File: src/rtl/wake_recovery_defs.svh
`ifndef WAKE_RECOVERY_DEFS_SVH
`define WAKE_RECOVERY_DEFS_SVH
// ----------------------------------------------------------------
// Register addresses (7-bit command address)
// ----------------------------------------------------------------
`define ADDR_OSC_TRIM        7'h38
`define ADDR_WAKE_OPTIONS    7'h39
`define ADDR_OSC_CAL_HIGH    7'h3a
`define ADDR_OSC_CAL_LOW     7'h3b
`define ADDR_REC_CTRL_ONE    7'h3c
`define ADDR_REC_CTRL_TWO    7'h3d
`define ADDR_REC_UPPER_LIM   7'h3e
`define ADDR_REC_LOWER_LIM   7'h3f
// ----------------------------------------------------------------
// Reset and preset values
// ----------------------------------------------------------------
`define TRIM_PRESET_BIT      1'h0
`define TRIM_VALUE_RST       7'h40
`define OPT_PRESET_BITS      5'h00
`define WAKE_RX_SEL_RST      1'h0
`define OSC_CAL_RST          8'h00
`define FILT_SEL_RST         2'h1
`define REC_EN_RST           1'h0
`define REC_CLK_SEL_RST      2'h0
`define UPPER_LIM_RST        8'ha8
`define LOWER_LIM_RST        8'h98
`define BIT_TIME_RST         8'ha0
`define TRIM_UNLOCK_KEY      2'h3
// ----------------------------------------------------------------
// Serial frame layout
// ----------------------------------------------------------------
`define FRAME_BITS           5'h10
`define FRAME_DATA_START     5'h08
`define FRAME_LAST_ADDR_BIT  5'h07
`define FRAME_RW_BIT         7
// ----------------------------------------------------------------
// Filter shifts and recovery divider masks
// ----------------------------------------------------------------
`define FILT_SHIFT_8         4'h3
`define FILT_SHIFT_16        4'h4
`define FILT_SHIFT_32        4'h5
`define ADAPT_THRESHOLD      10'h008
`define DIV_MASK_80          3'h0
`define DIV_MASK_40          3'h1
`define DIV_MASK_20          3'h3
`define DIV_MASK_10          3'h7
`endif

File: src/rtl/wake_recovery_pkg.sv
package wake_recovery_pkg;
  // Serial frame tracking state.
  typedef enum logic [0:0] {
    FRAME_IDLE   = 1'b0,
    FRAME_ACTIVE = 1'b1
  } frame_state_t;

  // Recovery filter time constant selection.
  typedef enum logic [1:0] {
    FILT_TC_8     = 2'b00,
    FILT_TC_16    = 2'b01,
    FILT_TC_32    = 2'b10,
    FILT_TC_ADAPT = 2'b11
  } filter_sel_t;

  // Recovery clock selection.
  typedef enum logic [1:0] {
    REC_CLK_80 = 2'b00,
    REC_CLK_40 = 2'b01,
    REC_CLK_20 = 2'b10,
    REC_CLK_10 = 2'b11
  } rec_clk_sel_t;
endpackage

File: src/rtl/wake_frame_recovery_config.sv
`timescale 1ns/1ns
`include "wake_recovery_defs.svh"
`default_nettype none

module wake_frame_recovery_config (
  input  wire logic                          clk_sys,
  input  wire logic                          reset_n,
  input  wire logic                          soft_reset,
  input  wire logic                          spi_csn,
  input  wire logic                          spi_sclk,
  input  wire logic                          spi_mosi,
  output logic                               spi_miso_out,
  output logic                               spi_miso_oe_n,
  input  wire logic [1:0]                    trim_unlock_key,
  input  wire logic                          osc_tick,
  input  wire logic                          wake_rx_data,
  output logic [6:0]                         oscillator_trim_value,
  output logic                               wake_receiver_select,
  output wake_recovery_pkg::filter_sel_t     filter_time_constant_select,
  output logic                               recovery_enable,
  output wake_recovery_pkg::rec_clk_sel_t    recovery_clock_select,
  output logic [7:0]                         bit_time_length_value
);
  import wake_recovery_pkg::*;

  // ----------------------------------------------------------------
  // Declarations
  // ----------------------------------------------------------------
  frame_state_t  state_ff;
  frame_state_t  nxt_state;
  logic          sclk_ff;
  logic          csn_ff;
  logic [4:0]    bit_cnt_ff;
  logic [15:0]   shift_ff;
  logic [7:0]    read_ff;
  logic          miso_ff;
  logic [6:0]    trim_ff;
  logic          rx_sel_ff;
  logic [7:0]    cal_high_ff;
  logic [7:0]    cal_low_ff;
  logic [1:0]    filt_ff;
  logic          en_ff;
  logic [1:0]    clk_sel_ff;
  logic [7:0]    upper_ff;
  logic [7:0]    lower_ff;
  logic [2:0]    div_cnt_ff;
  logic [7:0]    meas_cnt_ff;
  logic          rx_ff;
  logic [7:0]    bit_time_ff;

  // ----------------------------------------------------------------
  // Serial frame decode
  // ----------------------------------------------------------------

  // Edge detection on the serial clock, only inside a frame.
  wire        sclk_rise   = spi_sclk & ~sclk_ff & ~spi_csn;
  wire        sclk_fall   = ~spi_sclk & sclk_ff & ~spi_csn;
  wire        frame_end   = spi_csn & ~csn_ff;
  wire        frame_full  = (bit_cnt_ff == `FRAME_BITS);
  wire [6:0]  cmd_addr    = shift_ff[6:0];
  wire        cmd_write   = shift_ff[`FRAME_RW_BIT];
  wire [7:0]  wdata       = shift_ff[15:8];
  wire        addr_done   = sclk_rise & (bit_cnt_ff == `FRAME_LAST_ADDR_BIT);
  wire        in_data     = (bit_cnt_ff >= `FRAME_DATA_START) & ~frame_full;
  // A write commits only for a complete 16-bit frame with the write bit set.
  wire        wr_strobe   = frame_end & frame_full & cmd_write;
  wire        key_ok      = (trim_unlock_key == `TRIM_UNLOCK_KEY);

  // Per-register write enables.
  wire wr_trim  = wr_strobe & (cmd_addr == `ADDR_OSC_TRIM) & key_ok;
  wire wr_opt   = wr_strobe & (cmd_addr == `ADDR_WAKE_OPTIONS) & key_ok;
  wire wr_ctl1  = wr_strobe & (cmd_addr == `ADDR_REC_CTRL_ONE);
  wire wr_ctl2  = wr_strobe & (cmd_addr == `ADDR_REC_CTRL_TWO);
  wire wr_upper = wr_strobe & (cmd_addr == `ADDR_REC_UPPER_LIM);
  wire wr_lower = wr_strobe & (cmd_addr == `ADDR_REC_LOWER_LIM);

  // Read values with reserved bits forced to zero and presets fixed.
  wire [7:0] rd_trim  = {`TRIM_PRESET_BIT, trim_ff};
  wire [7:0] rd_opt   = {rx_sel_ff, 2'h0, `OPT_PRESET_BITS};
  wire [7:0] rd_ctl1  = {4'h0, filt_ff, 1'h0, en_ff};
  wire [7:0] rd_ctl2  = {6'h00, clk_sel_ff};

  // Address selection of the read word; unmapped addresses read zero.
  wire [7:0] rd_mux =
    (cmd_addr == `ADDR_OSC_TRIM)      ? rd_trim     :
    (cmd_addr == `ADDR_WAKE_OPTIONS)  ? rd_opt      :
    (cmd_addr == `ADDR_OSC_CAL_HIGH)  ? cal_high_ff :
    (cmd_addr == `ADDR_OSC_CAL_LOW)   ? cal_low_ff  :
    (cmd_addr == `ADDR_REC_CTRL_ONE)  ? rd_ctl1     :
    (cmd_addr == `ADDR_REC_CTRL_TWO)  ? rd_ctl2     :
    (cmd_addr == `ADDR_REC_UPPER_LIM) ? upper_ff    :
    (cmd_addr == `ADDR_REC_LOWER_LIM) ? lower_ff    :
                                        8'h00;

  // Frame state follows the chip select.
  always_comb begin
    case (state_ff)
      FRAME_IDLE:   nxt_state = spi_csn ? FRAME_IDLE : FRAME_ACTIVE;
      FRAME_ACTIVE: nxt_state = spi_csn ? FRAME_IDLE : FRAME_ACTIVE;
      default:      nxt_state = FRAME_IDLE;
    endcase
  end

  // ----------------------------------------------------------------
  // Serial shift logic
  // ----------------------------------------------------------------

  // Pin history and frame state.
  always_ff @(posedge clk_sys or negedge reset_n) begin
    if (!reset_n) begin
      sclk_ff  <= 1'b0;
      csn_ff   <= 1'b1;
      state_ff <= FRAME_IDLE;
    end else begin
      sclk_ff  <= spi_sclk;
      csn_ff   <= spi_csn;
      state_ff <= nxt_state;
    end
  end

  // Bit counter and shift register; bits arrive least significant first.
  always_ff @(posedge clk_sys or negedge reset_n) begin
    if (!reset_n) begin
      bit_cnt_ff <= 5'h00;
      shift_ff   <= 16'h0000;
    end else if (state_ff == FRAME_IDLE) begin
      bit_cnt_ff <= 5'h00;
    end else if (sclk_rise && !frame_full) begin
      shift_ff[bit_cnt_ff[3:0]] <= spi_mosi;
      bit_cnt_ff                <= bit_cnt_ff + 5'h01;
    end
  end

  // The addressed register is captured once the address byte is in.
  always_ff @(posedge clk_sys or negedge reset_n) begin
    if (!reset_n) begin
      read_ff <= 8'h00;
    end else if (addr_done) begin
      read_ff <= rd_mux;
    end
  end

  // Read data leaves on falling clock edges during the data byte.
  always_ff @(posedge clk_sys or negedge reset_n) begin
    if (!reset_n) begin
      miso_ff <= 1'b0;
    end else if (state_ff == FRAME_IDLE) begin
      miso_ff <= 1'b0;
    end else if (sclk_fall) begin
      miso_ff <= in_data ? read_ff[bit_cnt_ff[2:0]] : 1'b0;
    end
  end

  assign spi_miso_out  = miso_ff;
  assign spi_miso_oe_n = spi_csn;

  // ----------------------------------------------------------------
  // Configuration registers
  // ----------------------------------------------------------------

  // Trim and wake receiver select, gated by the unlock key.
  always_ff @(posedge clk_sys or negedge reset_n) begin
    if (!reset_n) begin
      trim_ff   <= `TRIM_VALUE_RST;
      rx_sel_ff <= `WAKE_RX_SEL_RST;
    end else if (soft_reset) begin
      trim_ff   <= `TRIM_VALUE_RST;
      rx_sel_ff <= `WAKE_RX_SEL_RST;
    end else begin
      if (wr_trim) begin
        trim_ff <= wdata[6:0];
      end
      if (wr_opt) begin
        rx_sel_ff <= wdata[7];
      end
    end
  end

  // Recovery controls: enable, filter constant and clock choice.
  always_ff @(posedge clk_sys or negedge reset_n) begin
    if (!reset_n) begin
      filt_ff    <= `FILT_SEL_RST;
      en_ff      <= `REC_EN_RST;
      clk_sel_ff <= `REC_CLK_SEL_RST;
    end else if (soft_reset) begin
      filt_ff    <= `FILT_SEL_RST;
      en_ff      <= `REC_EN_RST;
      clk_sel_ff <= `REC_CLK_SEL_RST;
    end else begin
      if (wr_ctl1) begin
        filt_ff <= wdata[3:2];
        en_ff   <= wdata[0];
      end
      if (wr_ctl2) begin
        clk_sel_ff <= wdata[1:0];
      end
    end
  end

  // Bit-time clamp limits.
  always_ff @(posedge clk_sys or negedge reset_n) begin
    if (!reset_n) begin
      upper_ff <= `UPPER_LIM_RST;
      lower_ff <= `LOWER_LIM_RST;
    end else if (soft_reset) begin
      upper_ff <= `UPPER_LIM_RST;
      lower_ff <= `LOWER_LIM_RST;
    end else begin
      if (wr_upper) begin
        upper_ff <= wdata;
      end
      if (wr_lower) begin
        lower_ff <= wdata;
      end
    end
  end

  // ----------------------------------------------------------------
  // Clock and data recovery
  // ----------------------------------------------------------------

  // Divider from the fast oscillator tick to the selected recovery rate.
  wire [2:0] div_mask =
    (clk_sel_ff == REC_CLK_80) ? `DIV_MASK_80 :
    (clk_sel_ff == REC_CLK_40) ? `DIV_MASK_40 :
    (clk_sel_ff == REC_CLK_20) ? `DIV_MASK_20 :
                                 `DIV_MASK_10;
  wire       rec_tick  = osc_tick & ((div_cnt_ff & div_mask) == div_mask);
  wire       rx_edge   = en_ff & (wake_rx_data != rx_ff);
  wire       meas_sat  = (meas_cnt_ff == 8'hff);

  // Clamp the measured interval into the programmed window.
  wire [7:0] meas_clamped =
    (meas_cnt_ff > upper_ff) ? upper_ff :
    (meas_cnt_ff < lower_ff) ? lower_ff :
                               meas_cnt_ff;

  // First-order filter toward the clamped measurement.
  wire signed [9:0] diff     = $signed({2'b00, meas_clamped}) - $signed({2'b00, bit_time_ff});
  wire        [9:0] diff_abs = diff[9] ? 10'(-diff) : 10'(diff);
  wire        [3:0] filt_shift =
    (filt_ff == FILT_TC_8)  ? `FILT_SHIFT_8  :
    (filt_ff == FILT_TC_16) ? `FILT_SHIFT_16 :
    (filt_ff == FILT_TC_32) ? `FILT_SHIFT_32 :
    ((diff_abs > `ADAPT_THRESHOLD) ? `FILT_SHIFT_8 : `FILT_SHIFT_32);
  wire signed [9:0] step     = diff >>> filt_shift;
  wire        [9:0] sum      = 10'($signed({2'b00, bit_time_ff}) + step);
  wire        [7:0] nxt_bit_time = sum[7:0];

  // Divider counter and receive history.
  always_ff @(posedge clk_sys or negedge reset_n) begin
    if (!reset_n) begin
      div_cnt_ff <= 3'h0;
      rx_ff      <= 1'b1;
    end else begin
      rx_ff <= wake_rx_data;
      if (osc_tick) begin
        div_cnt_ff <= div_cnt_ff + 3'h1;
      end
    end
  end

  // Interval counter saturates instead of wrapping.
  always_ff @(posedge clk_sys or negedge reset_n) begin
    if (!reset_n) begin
      meas_cnt_ff <= 8'h00;
    end else if (!en_ff || rx_edge) begin
      meas_cnt_ff <= 8'h00;
    end else if (rec_tick && !meas_sat) begin
      meas_cnt_ff <= meas_cnt_ff + 8'h01;
    end
  end

  // Filtered bit time and calibration readback update on each received edge while recovery is enabled.
  always_ff @(posedge clk_sys or negedge reset_n) begin
    if (!reset_n) begin
      bit_time_ff <= `BIT_TIME_RST;
      cal_high_ff <= `OSC_CAL_RST;
      cal_low_ff  <= `OSC_CAL_RST;
    end else if (soft_reset) begin
      bit_time_ff <= `BIT_TIME_RST;
      cal_high_ff <= `OSC_CAL_RST;
      cal_low_ff  <= `OSC_CAL_RST;
    end else if (rx_edge) begin
      bit_time_ff <= nxt_bit_time;
      cal_high_ff <= meas_cnt_ff;
      cal_low_ff  <= nxt_bit_time;
    end
  end

  // ----------------------------------------------------------------
  // Outputs
  // ----------------------------------------------------------------
  assign oscillator_trim_value       = trim_ff;
  assign wake_receiver_select        = rx_sel_ff;
  assign filter_time_constant_select = filter_sel_t'(filt_ff);
  assign recovery_enable             = en_ff;
  assign recovery_clock_select       = rec_clk_sel_t'(clk_sel_ff);
  assign bit_time_length_value       = bit_time_ff;

endmodule // wake_frame_recovery_config

`default_nettype wire

File: config.mk
export PLATFORM = sky130hd
export DESIGN_NAME = wake_frame_recovery_config
export DESIGN_NICKNAME = d
export VERILOG_FILES = /design/src/rtl/wake_recovery_pkg.sv /design/src/rtl/wake_frame_recovery_config.sv
export VERILOG_INCLUDE_DIRS = /design/src /design/src/rtl
export SDC_FILE = /design/constraint.sdc
export NUM_CORES = 1
export LEC_CHECK = 0
export BUFFER_PORTS_ARGS = -buffer_cell sky130_fd_sc_hd__buf_2
export CAP_MARGIN = 20
export CORE_ASPECT_RATIO = 1.5
export CORE_MARGIN = 5
export CORE_UTILIZATION = 47
export CTS_CLUSTER_SIZE = 30
export DETAILED_ROUTE_END_ITERATION = 10
export GPL_TIMING_DRIVEN = 0
export PLACE_DENSITY_LB_ADDON = 0.3
export SLEW_MARGIN = 20
export SYNTH_ARGS = -nofsm -noshare
export SYNTH_HDL_FRONTEND = slang
export SYNTH_SLANG_ARGS = --single-unit
File: constraint.sdc
create_clock -name clk_sys -period 8.28 [get_ports clk_sys]
set_clock_uncertainty 0.2 [all_clocks]
set_input_delay 2.07 -clock clk_sys [delete_from_list [all_inputs] [get_ports clk_sys]]
set_output_delay 2.07 -clock clk_sys [all_outputs]
set_load 0.01 [all_outputs]
==> metrics.csv, run 1 <==
metric,value,unit
status,completed,
max_slew_margin,0.374,
wirelength,15500,um
min_from,div_cnt_ff[2],
rsz0062_at_grt,no,
hold_path.class,flop to flop,
syn_area,5970,um^2
max_cap_violations,0,
layout_common_cells,"dfrtp_1, nor2_1, nand2_1, mux2i_1, ha_1",
postLayoutCoreUtil,0.532,
reg2reg_to,cal_low_ff[7],
ys_warn_count,0,
critPathKind,flop to flop,
setup-tns-final,0,ns
path_clk_slew,0.06,ns
syn_inst,629,
cp-end-kind,flop,
rows,50,
drive_above_1_share,0.165,
crit_slowest_cell,dfrtp_1,
initial_core_util,0.480,
synth_edf_count,0,
first_pass_iters,4,
yosys-top-cells-area,"dfrtp_1, ha_1, mux2i_1",
layout_commonest_cell,dfrtp_1,
drv_slew,0,
ys_ff_latch,92,
p_sw_frac,0.240,
syn_to_final_growth,10.8,%
p_sw,220,uW
io_pins,33,
power_frac_seq,0.513,
min_path_cells,1,
fin_crit_sh,0.822,
antenna_found_initial,0,
wire_per_inst,18.6,um
p_int,696,uW
die_area,15100,um^2
cpPeakStageDelay,0.52,ns
r2r-start,meas_cnt_ff[1],
cp-start-kind,flop,
synth_cell_types,70,
min_to,div_cnt_ff[2],
postCtsHoldBufs,0,
drtAntennaViolNets,0,
cts_tree,yes,
grt_max_degree,55,
drcViolationCount,0,
power_frac_comb,0.073,
layout_min_cycle_time,6.81,ns
final_area,6620,um^2
synth_nets,678,
core,12400,um^2
crit_arrival,6.82,ns
yosys.area.top_type_share,0.335,
leakage,0.00308,uW
finalWeightedCongestion,0.949,
track_usage,0.213,
ys.flop_type,dfrtp_1,
peakVddDrop,0.129,mV
overflow,0,
crit_path_max_fanout,8,
final_nets,721,
dr.first_iter.drc_count,232,
htreeDepth,3,
vias_per_cell,5.81,
fp.dieW,102,um
r2r_setup_slack,1.47,ns
place_area,6350,um^2
grt_pass1_wl,25000,um
die_h,148,um
cts_buffers,9,
clock_path_buffers,2,
tightestPinTransition,0.930,ns
power_density,138,nW/um^2
cts.sinks,92,
cts_resized,0,
ys_seq_area_frac,0.388,
synth_top_area_cell,dfrtp_1,
dp_hpwl,12000,um
first_global_vias,5022,
fmax,147,MHz
finalSetupViolations,0,
hold_violations,0,
power_frac_clock,0.414,
antennaDiodeCount,0,
io_buffers,31,
worstPathRequired,8.29,ns
cts_setup_buffers,0,
synth.avg_cell_area,9.50,um^2
insertion_delay,0.34,ns
synthArstFlopShare,1.00,
num_vias,4837,
r2r_cells,30,
root_buffer,clkbuf_16,
-- Yosys cell counts, types with 9 or more instances --
cell,number
a211o_1,9
a21oi_1,35
a22o_1,10
clkbuf_1,19
dfrtp_1,80
dfstp_2,12
ha_1,38
inv_1,34
mux2_2,18
mux2i_1,40
nand2_1,49
nand2b_1,10
nand3_1,12
nor2_1,72
nor2b_1,9
nor3_1,12
o21ai_0,29
o22ai_1,9
xnor2_1,13
xor2_1,13
-- area by class of cell --
type                            instances  area [um^2]
Fill cell                            1117         5830
Multi-Input combinational cell        469         3370
Sequential cell                        92         2320
Clock buffer                           12          246
Tap cell                              156          195
Timing Repair Buffer                   32          178
Buffer                                 33          156
Inverter                               35          134
Clock inverter                          4         25.0
-- power groups by stage --
stage               Clock [uW]  Combinational, uW  Sequential, uW
floorplan                    0               41.9             476
global placement             0               62.4             477
detailed placement           0               66.9             478
CTS                        385               67.4             470
global route               405               75.4             472
finish                     379               66.7             470
-- kinds of logic (layout without fill, tap and decap cells) --
family	after synthesis	in the layout	synth area share
AND/OR/NAND/NOR	202	202	0.160
multiplexers	63	63	0.119
buffers and inverters	68	116	0.0486
AO/OA/AOI/OAI	139	139	0.164
XOR/XNOR	26	26	0.0381
adder cells (fa/ha/maj)	39	39	0.0829
flip-flops	92	92	0.388
-- registers in the layout, summed over array words and instances (netlist names), 2 cells and up --
signal and flops:
div_cnt_ff 3, cal_low_ff 8, bit_time_length_value 2, meas_cnt_ff 8, cal_high_ff 8, read_ff 8
bit_cnt_ff 5, oscillator_trim_value 7, upper_ff 8, recovery_clock_select 2, lower_ff 8, filter_time_constant_select 2
shift_ff 16
-- worst max-delay path by stage --
| stage | start | to | slack [ns] | cells past startpoint |
|---|---|---|---|---|
| 3_3_place_gp | meas_cnt_ff[1] | cal_low_ff[7] | 1.57 | 30 |
| 3_5_place_dp | meas_cnt_ff[1] | cal_low_ff[7] | 1.48 | 30 |
| 4_1_cts | meas_cnt_ff[1] | cal_low_ff[7] | 1.45 | 30 |
| 6_report | meas_cnt_ff[1] | cal_low_ff[7] | 1.47 | 30 |
| 5_1_grt | upper_ff[1] | cal_low_ff[7] | 0.88 | 31 |
| 2_1_floorplan | meas_cnt_ff[1] | cal_low_ff[7] | 2.29 | 30 |
-- worst max-delay path: cells and delay by family, from the launching register on --
| kind | cells | cell delay, ns |
|---|---|---|
| AND/OR/NAND/NOR | 5 | 0.77 |
| XOR/XNOR | 2 | 0.38 |
| AO/OA/AOI/OAI | 17 | 3.19 |
| buffers and inverters | 1 | 0.24 |
| flip-flops | 1 | 0.52 |
| multiplexers | 2 | 0.60 |
| adder cells (fa/ha/maj) | 3 | 0.76 |
-- per-layer routing --
layer  vias to the layer above  GRT usage  share of wire
met5                         -          0              0
met4                         0      0.142          0.063
met3                        58     0.0310          0.036
met2                       123      0.369           0.52
met1                      2351      0.236           0.39
li1                       2305          -              -
-- metrics by stage --
stage | setup WS (ns) | total power (uW) | std cells | hold slack, ns
after floorplan | 2.29 | 518 | 629 | 0.238
after global placement | 1.57 | 540 | 816 | 0.254
after detailed placement | 1.48 | 545 | 817 | 0.270
after CTS | 1.45 | 923 | 833 | 0.282
after global routing | 0.876 | 952 | 833 | 0.311
final | 1.47 | 915 | 833 | 0.287
Power figures use the tool's default switching activity.
==> run 2: changes to the inputs <==
--- a/config.mk
+++ b/config.mk
@@ -6,6 +6,7 @@
 export SDC_FILE = /design/constraint.sdc
 export NUM_CORES = 1
 export LEC_CHECK = 0
+export ABC_AREA = 1
 export BUFFER_PORTS_ARGS = -buffer_cell sky130_fd_sc_hd__buf_2
 export CAP_MARGIN = 20
 export CORE_ASPECT_RATIO = 1.5
==> constraint.sdc (replaced) <==
create_clock -name clk_sys -period 6 [get_ports clk_sys]
set_clock_uncertainty 0.2 [all_clocks]
set_input_delay 1.5 -clock clk_sys [delete_from_list [all_inputs] [get_ports clk_sys]]
set_output_delay 1.5 -clock clk_sys [all_outputs]
set_load 0.01 [all_outputs]
==> metrics.csv, run 2 <==
metric,value,unit,change
postCtsHoldBufs,0,,unchanged
ff_latch_area,2320,um^2,+0.11%
synth_most_common_cell,nand2_1,,
drtAntennaViolNets,0,,unchanged
syn_inst,760,,+21%
grt_pass1_wl,26700,um,+6.8%
layout_min_cycle_time,5.60,ns,-1.21 ns
grt_max_degree,48,,-13%
ys_seq_area_frac,0.393,,+0.00510
wirelength,16200,um,+4.8%
synth_nets,809,,+19%
die_h,147,um,-0.61%
regMostFlops,shift_ff,,
overflow,0,,unchanged
final_nets,871,,+21%
worst-path-buf-inv,4,,+3
final_area,6900,um^2,+4.3%
fillers,1147,,+2.7%
worstPathRequired,6.00,ns,-2.29 ns
synth.avg_cell_area,7.76,um^2,-18%
layout_common_cells,"nand2_1, inv_1, dfrtp_1, o21ai_0, nor2_1",,
io_pins,33,,unchanged
ys_warn_count,0,,unchanged
initial_core_util,0.476,,-0.00384
finalSetupViolations,0,,unchanged
max_slew_margin,0.568,,+0.194
finalWeightedCongestion,0.991,,+4.5%
synth_top_area_cell,dfrtp_1,,
yosys-top-cells-area,"dfrtp_1, nand2_1, ha_1",,
cp-end-kind,flop,,
leakage,0.00327,uW,+6.5%
ys_top_cells_by_count,"nand2_1, inv_1, dfrtp_1",,
ys_ff_latch,92,,unchanged
synthArstFlopShare,1.00,,unchanged
cp-start-kind,flop,,
status,completed,,
io_buffers,32,,+3.2%
antenna_found_initial,0,,unchanged
cp_common_cell,nand2_1,,
peakVddDrop,0.154,mV,+19%
fin_crit_sh,0.934,,+0.111
critPathKind,flop to flop,,
path_clk_slew,0.07,ns,about the same
root_buffer,clkbuf_16,,
wire_per_inst,16.5,um,-11%
tightestPinTransition,0.645,ns,-0.285 ns
yosys.area.top_type_share,0.339,,+0.00441
layout_commonest_cell,nand2_1,,
place_area,6280,um^2,-1.0%
drv_slew,0,,unchanged
syn_to_final_growth,17.0,%,
first_global_vias,5436,,+8.2%
core,12400,um^2,-0.50%
drive_above_1_share,0.195,,+0.0295
vias_per_cell,5.54,,-4.6%
clock_path_buffers,2,,unchanged
largest_reg_flops,16,,unchanged
crit_path_max_fanout,6,,-2
rows,50,,unchanged
crit_arrival,5.60,ns,-1.22 ns
dp_hpwl,12800,um,+6.2%
first_pass_iters,4,,unchanged
crit_slowest_cell,dfstp_2,,
syn_area,5900,um^2,-1.3%
setup-tns-final,0,ns,unchanged
synth_cell_types,49,,-30%
hold_violations,0,,unchanged
ys.flop_type,dfrtp_1,,
multiInputGateArea,3210,um^2,-4.6%
power_density,240,nW/um^2,+73%
cpPeakStageDelay,0.55,ns,+0.03 ns
cts_tree,yes,,
die_area,14900,um^2,-1.2%
insertion_delay,0.34,ns,about the same
max_cap_violations,0,,unchanged
drcViolationCount,0,,unchanged
htreeDepth,3,,unchanged
cp_top_family,simple AND/OR/NAND/NOR gates,,
antennaDiodeCount,0,,unchanged
postLayoutCoreUtil,0.557,,+0.0254
hold_path.class,flop to flop,,
cts.sinks,92,,unchanged
synth_edf_count,0,,unchanged
fp.dieW,101,um,-0.59%
fmax,178,MHz,+22%
num_vias,5439,,+12%
track_usage,0.226,,+0.0134
cts_buffers,9,,unchanged
dr.first_iter.drc_count,269,,+16%
-- run 2: changes by cell type after synthesis, sizes merged, moves of 10 or more --
cell and change:
a21oi +13, a31oi +20, clkbuf -14, inv +72, mux2 -18, mux2i -40
nand2 +110, nand2b -10, nand3 +34, o21ai +53, o22ai +10, xnor2 -12
-- run 2: where the power goes --
group          switching, uW  internal [uW]
Clock                    247            368
Sequential              22.2            645
Combinational            227            146
Total                    496           1160
-- run 2: worst reg2reg max path, delay by kind of cell, from the launching register on --
family                     cells  cell delay [ns]
AOI/OAI and AO/OA              8             1.43
xor gates and xnor gates       1             0.16
adders and majority gates      3             0.91
buffers and inverters          4             0.68
DFF                            1             0.55
and+or+nand+nor               17             1.56
-- run 2: layer usage --
| metal | GRT usage | part of all wire | wire length, um | vias up |
|---|---|---|---|---|
| li1 | - | - | - | 2682 |
| met5 | 0 | 0 | 0 | - |
| met4 | 0.130 | 0.058 | 939 | 0 |
| met1 | 0.248 | 0.38 | 6080 | 2559 |
| met2 | 0.407 | 0.53 | 8600 | 143 |
| met3 | 0.0280 | 0.036 | 583 | 55 |
-- run 2: final cells by class --
type / count / share of cell area
multi-input cells: 540 / 0.465
well taps: 156 / 0.0283
repair buffers: 50 / 0.0461
clock buffers: 9 / 0.0326
clock inverters: 6 / 0.0140
inverters: 111 / 0.0607
flip-flops and latches: 92 / 0.336
repair inverters: 1 / 0.000725
plain buffers: 17 / 0.0161
-- run 2: kinds of logic after synthesis --
kind of cell	after synthesis	share of synthesized area
simple gates	299	0.229
compound gates	194	0.193
buf+inv	128	0.0891
flops	92	0.393
fa+ha+maj	39	0.0840
xor+xnor	7	0.0104
mux	1	0.00191
-- run 2: what timing repair did --
item                                    CTS  global route
buffers inserted                          0            17
gates resized for setup                   0            51
endpoints found under the setup margin    0             6
-- run 2: path summary, 6_finish.rpt --
| path | depth (start not counted) | to | start | slack, ns |
|---|---|---|---|---|
| max | 33 | cal_low_ff[7] | lower_ff[7] | 0.40 |
| min | 1 | bit_cnt_ff[4] | bit_cnt_ff[4] | 0.26 |
| max reg2reg | 33 | cal_low_ff[7] | lower_ff[7] | 0.40 |
| min reg2reg | 1 | bit_cnt_ff[4] | bit_cnt_ff[4] | 0.26 |
| max in group asynchronous | 2 | lower_ff[7] | reset_n | 3.94 |
| min in group asynchronous | 1 | spi_miso_out | reset_n | 0.96 |
-- run 2: metrics by stage --
stage / hold WS (ns) / instances / setup WS, ns / total power (uW)
floorplan: 0.233 / 760 / 0.878 / 908
global placement: 0.253 / 948 / 0.201 / 975
detailed placement: 0.253 / 949 / 0.0789 / 992
CTS: 0.262 / 964 / 0.0588 / 1600
global route: 0.294 / 982 / -0.0753 / 1750
finish: 0.261 / 982 / 0.398 / 1650
==> run 3: changes to the inputs <==
==> constraint.sdc (replaced) <==
create_clock -name clk_sys -period 7.2 [get_ports clk_sys]
set_clock_uncertainty 0.2 [all_clocks]
set_input_delay 1.8 -clock clk_sys [delete_from_list [all_inputs] [get_ports clk_sys]]
set_output_delay 1.8 -clock clk_sys [all_outputs]
set_load 0.01 [all_outputs]
==> metrics.csv, run 3 (synthesis results as in run 2) <==
metric,value,unit,change
vias_per_cell,5.56,,+0.31%
cts.sinks,92,,unchanged
fin_crit_sh,0.828,,-0.105
syn_to_final_growth,12.0,%,
postCtsHoldBufs,0,,unchanged
cp-start-kind,flop,,
core,12400,um^2,unchanged
cpPeakStageDelay,0.62,ns,+0.07 ns
fillers,1170,,+2.0%
track_usage,0.226,,unchanged
crit_slowest_cell,o32ai_1,,
wirelength,15800,um,-2.7%
crit_path_max_fanout,10,,+4
grt_pass1_wl,26700,um,unchanged
peakVddDrop,0.128,mV,-17%
wire_per_inst,16.4,um,-0.84%
p_sw_frac,0.295,,-0.00475
cts_setup_buffers,0,,unchanged
cp_top_family,simple AND/OR/NAND/NOR gates,,
power_frac_comb,0.196,,-0.029
cts_tree,yes,,
insertion_delay,0.35,ns,about the same
r2r_cells,36,,+9.1%
drtAntennaViolNets,0,,unchanged
power_frac_seq,0.418,,+0.015
root_buffer,clkbuf_16,,
io_buffers,32,,unchanged
multiInputGateArea,3050,um^2,-4.9%
rows,50,,unchanged
drcViolationCount,0,,unchanged
tightestPinTransition,0.676,ns,+0.0308 ns
final_area,6600,um^2,-4.3%
htreeDepth,3,,unchanged
fp.dieW,101,um,unchanged
fin_ws,1.23,ns,+0.837 ns
clock_path_buffers,2,,unchanged
antenna_found_initial,0,,unchanged
crit_arrival,6.04,ns,+0.44 ns
dr.first_iter.drc_count,231,,-14%
overflow,0,,unchanged
min_path_cells,1,,unchanged
final_nets,853,,-2.1%
max_slew_margin,0.548,,-0.0203
place_ws,1.28,ns,+1.20 ns
ff_latch_area,2320,um^2,-0.11%
status,completed,,
grt_max_degree,48,,unchanged
fmax,168,MHz,-6.1%
rsz0062_at_grt,no,,
die_area,14900,um^2,unchanged
layout_commonest_cell,nand2_1,,
cp_num_cells,36,,+9.1%
place_area,6280,um^2,unchanged
largest_reg_flops,16,,unchanged
dp_hpwl,12800,um,unchanged
cp-end-kind,flop,,
drv_slew,0,,unchanged
drive_above_1_share,0.140,,-0.0551
worstPathRequired,7.27,ns,+1.27 ns
cts_resized,0,,unchanged
layout_min_cycle_time,5.97,ns,+0.363 ns
layout_common_cells,"nand2_1, inv_1, dfrtp_1, o21ai_0, nor2_1",,
cts_buffers,9,,unchanged
worst-path-buf-inv,5,,+1
finalWeightedCongestion,0.991,,unchanged
path_clk_slew,0.07,ns,about the same
hold_violations,0,,unchanged
hold_path.class,flop to flop,,
p_int,937,uW,-19%
io_pins,33,,unchanged
power_density,201,nW/um^2,-16%
leakage,0.00317,uW,-3.2%
cp_common_cell,nand2_1,,
first_global_vias,5436,,unchanged
first_pass_iters,6,,+2
num_vias,5356,,-1.5%
die_h,147,um,unchanged
initial_core_util,0.476,,unchanged
antennaDiodeCount,0,,unchanged
regMostFlops,shift_ff,,
finalSetupViolations,0,,unchanged
p_sw,392,uW,-21%
max_cap_violations,0,,unchanged
power_frac_clock,0.386,,+0.015
critPathKind,flop to flop,,
setup-tns-final,0,ns,unchanged
-- run 3: cell types whose count changed in the layout (fill, tap and decap cells not counted), sizes merged --
cell      change
buf          -17
clkinvlp      -1
-- run 3: area by class of cell --
| type | instances | area share |
|---|---|---|
| clock buffer | 9 | 0.0341 |
| timing repair buffer | 33 | 0.0288 |
| multi-input combinational | 540 | 0.462 |
| sequential | 92 | 0.351 |
| buffer | 17 | 0.0165 |
| tap | 156 | 0.0296 |
| inverter | 111 | 0.0631 |
| clock inverter | 6 | 0.0146 |
-- run 3: worst paths after layout --
path	slack, ns	start	end
worst max-delay path	1.23	upper_ff[7]	bit_time_length_value[7]
worst min-delay path	0.26	bit_cnt_ff[4]	bit_cnt_ff[4]
worst max register to register	1.23	upper_ff[7]	bit_time_length_value[7]
worst min register to register	0.26	bit_cnt_ff[4]	bit_cnt_ff[4]
max in group asynchronous	4.83	reset_n	lower_ff[7]
min in group asynchronous	1.26	reset_n	spi_miso_out
-- run 3: layer usage --
metal	track usage	routed length (um)
met4	0.130	896
met2	0.407	8320
met1	0.248	6050
met5	0	0
met3	0.0280	504
-- run 3: power by group through the flow --
stage	clock network [uW]	logic (uW)	registers [uW]
after detailed placement	0	262	565
after global routing	544	306	558
after global placement	0	249	564
after floorplan	0	196	561
final	512	260	556
after CTS	519	263	556
-- run 3: stage by stage --
step	util	hold WS (ns)	cells	power (uW)
6_report	0.533	0.261	964	1330
5_1_grt	0.533	0.294	964	1410
4_1_cts	0.533	0.262	964	1340
3_5_place_dp	0.507	0.253	949	827
3_3_place_gp	0.505	0.253	948	813
2_1_floorplan	-	0.233	760	757
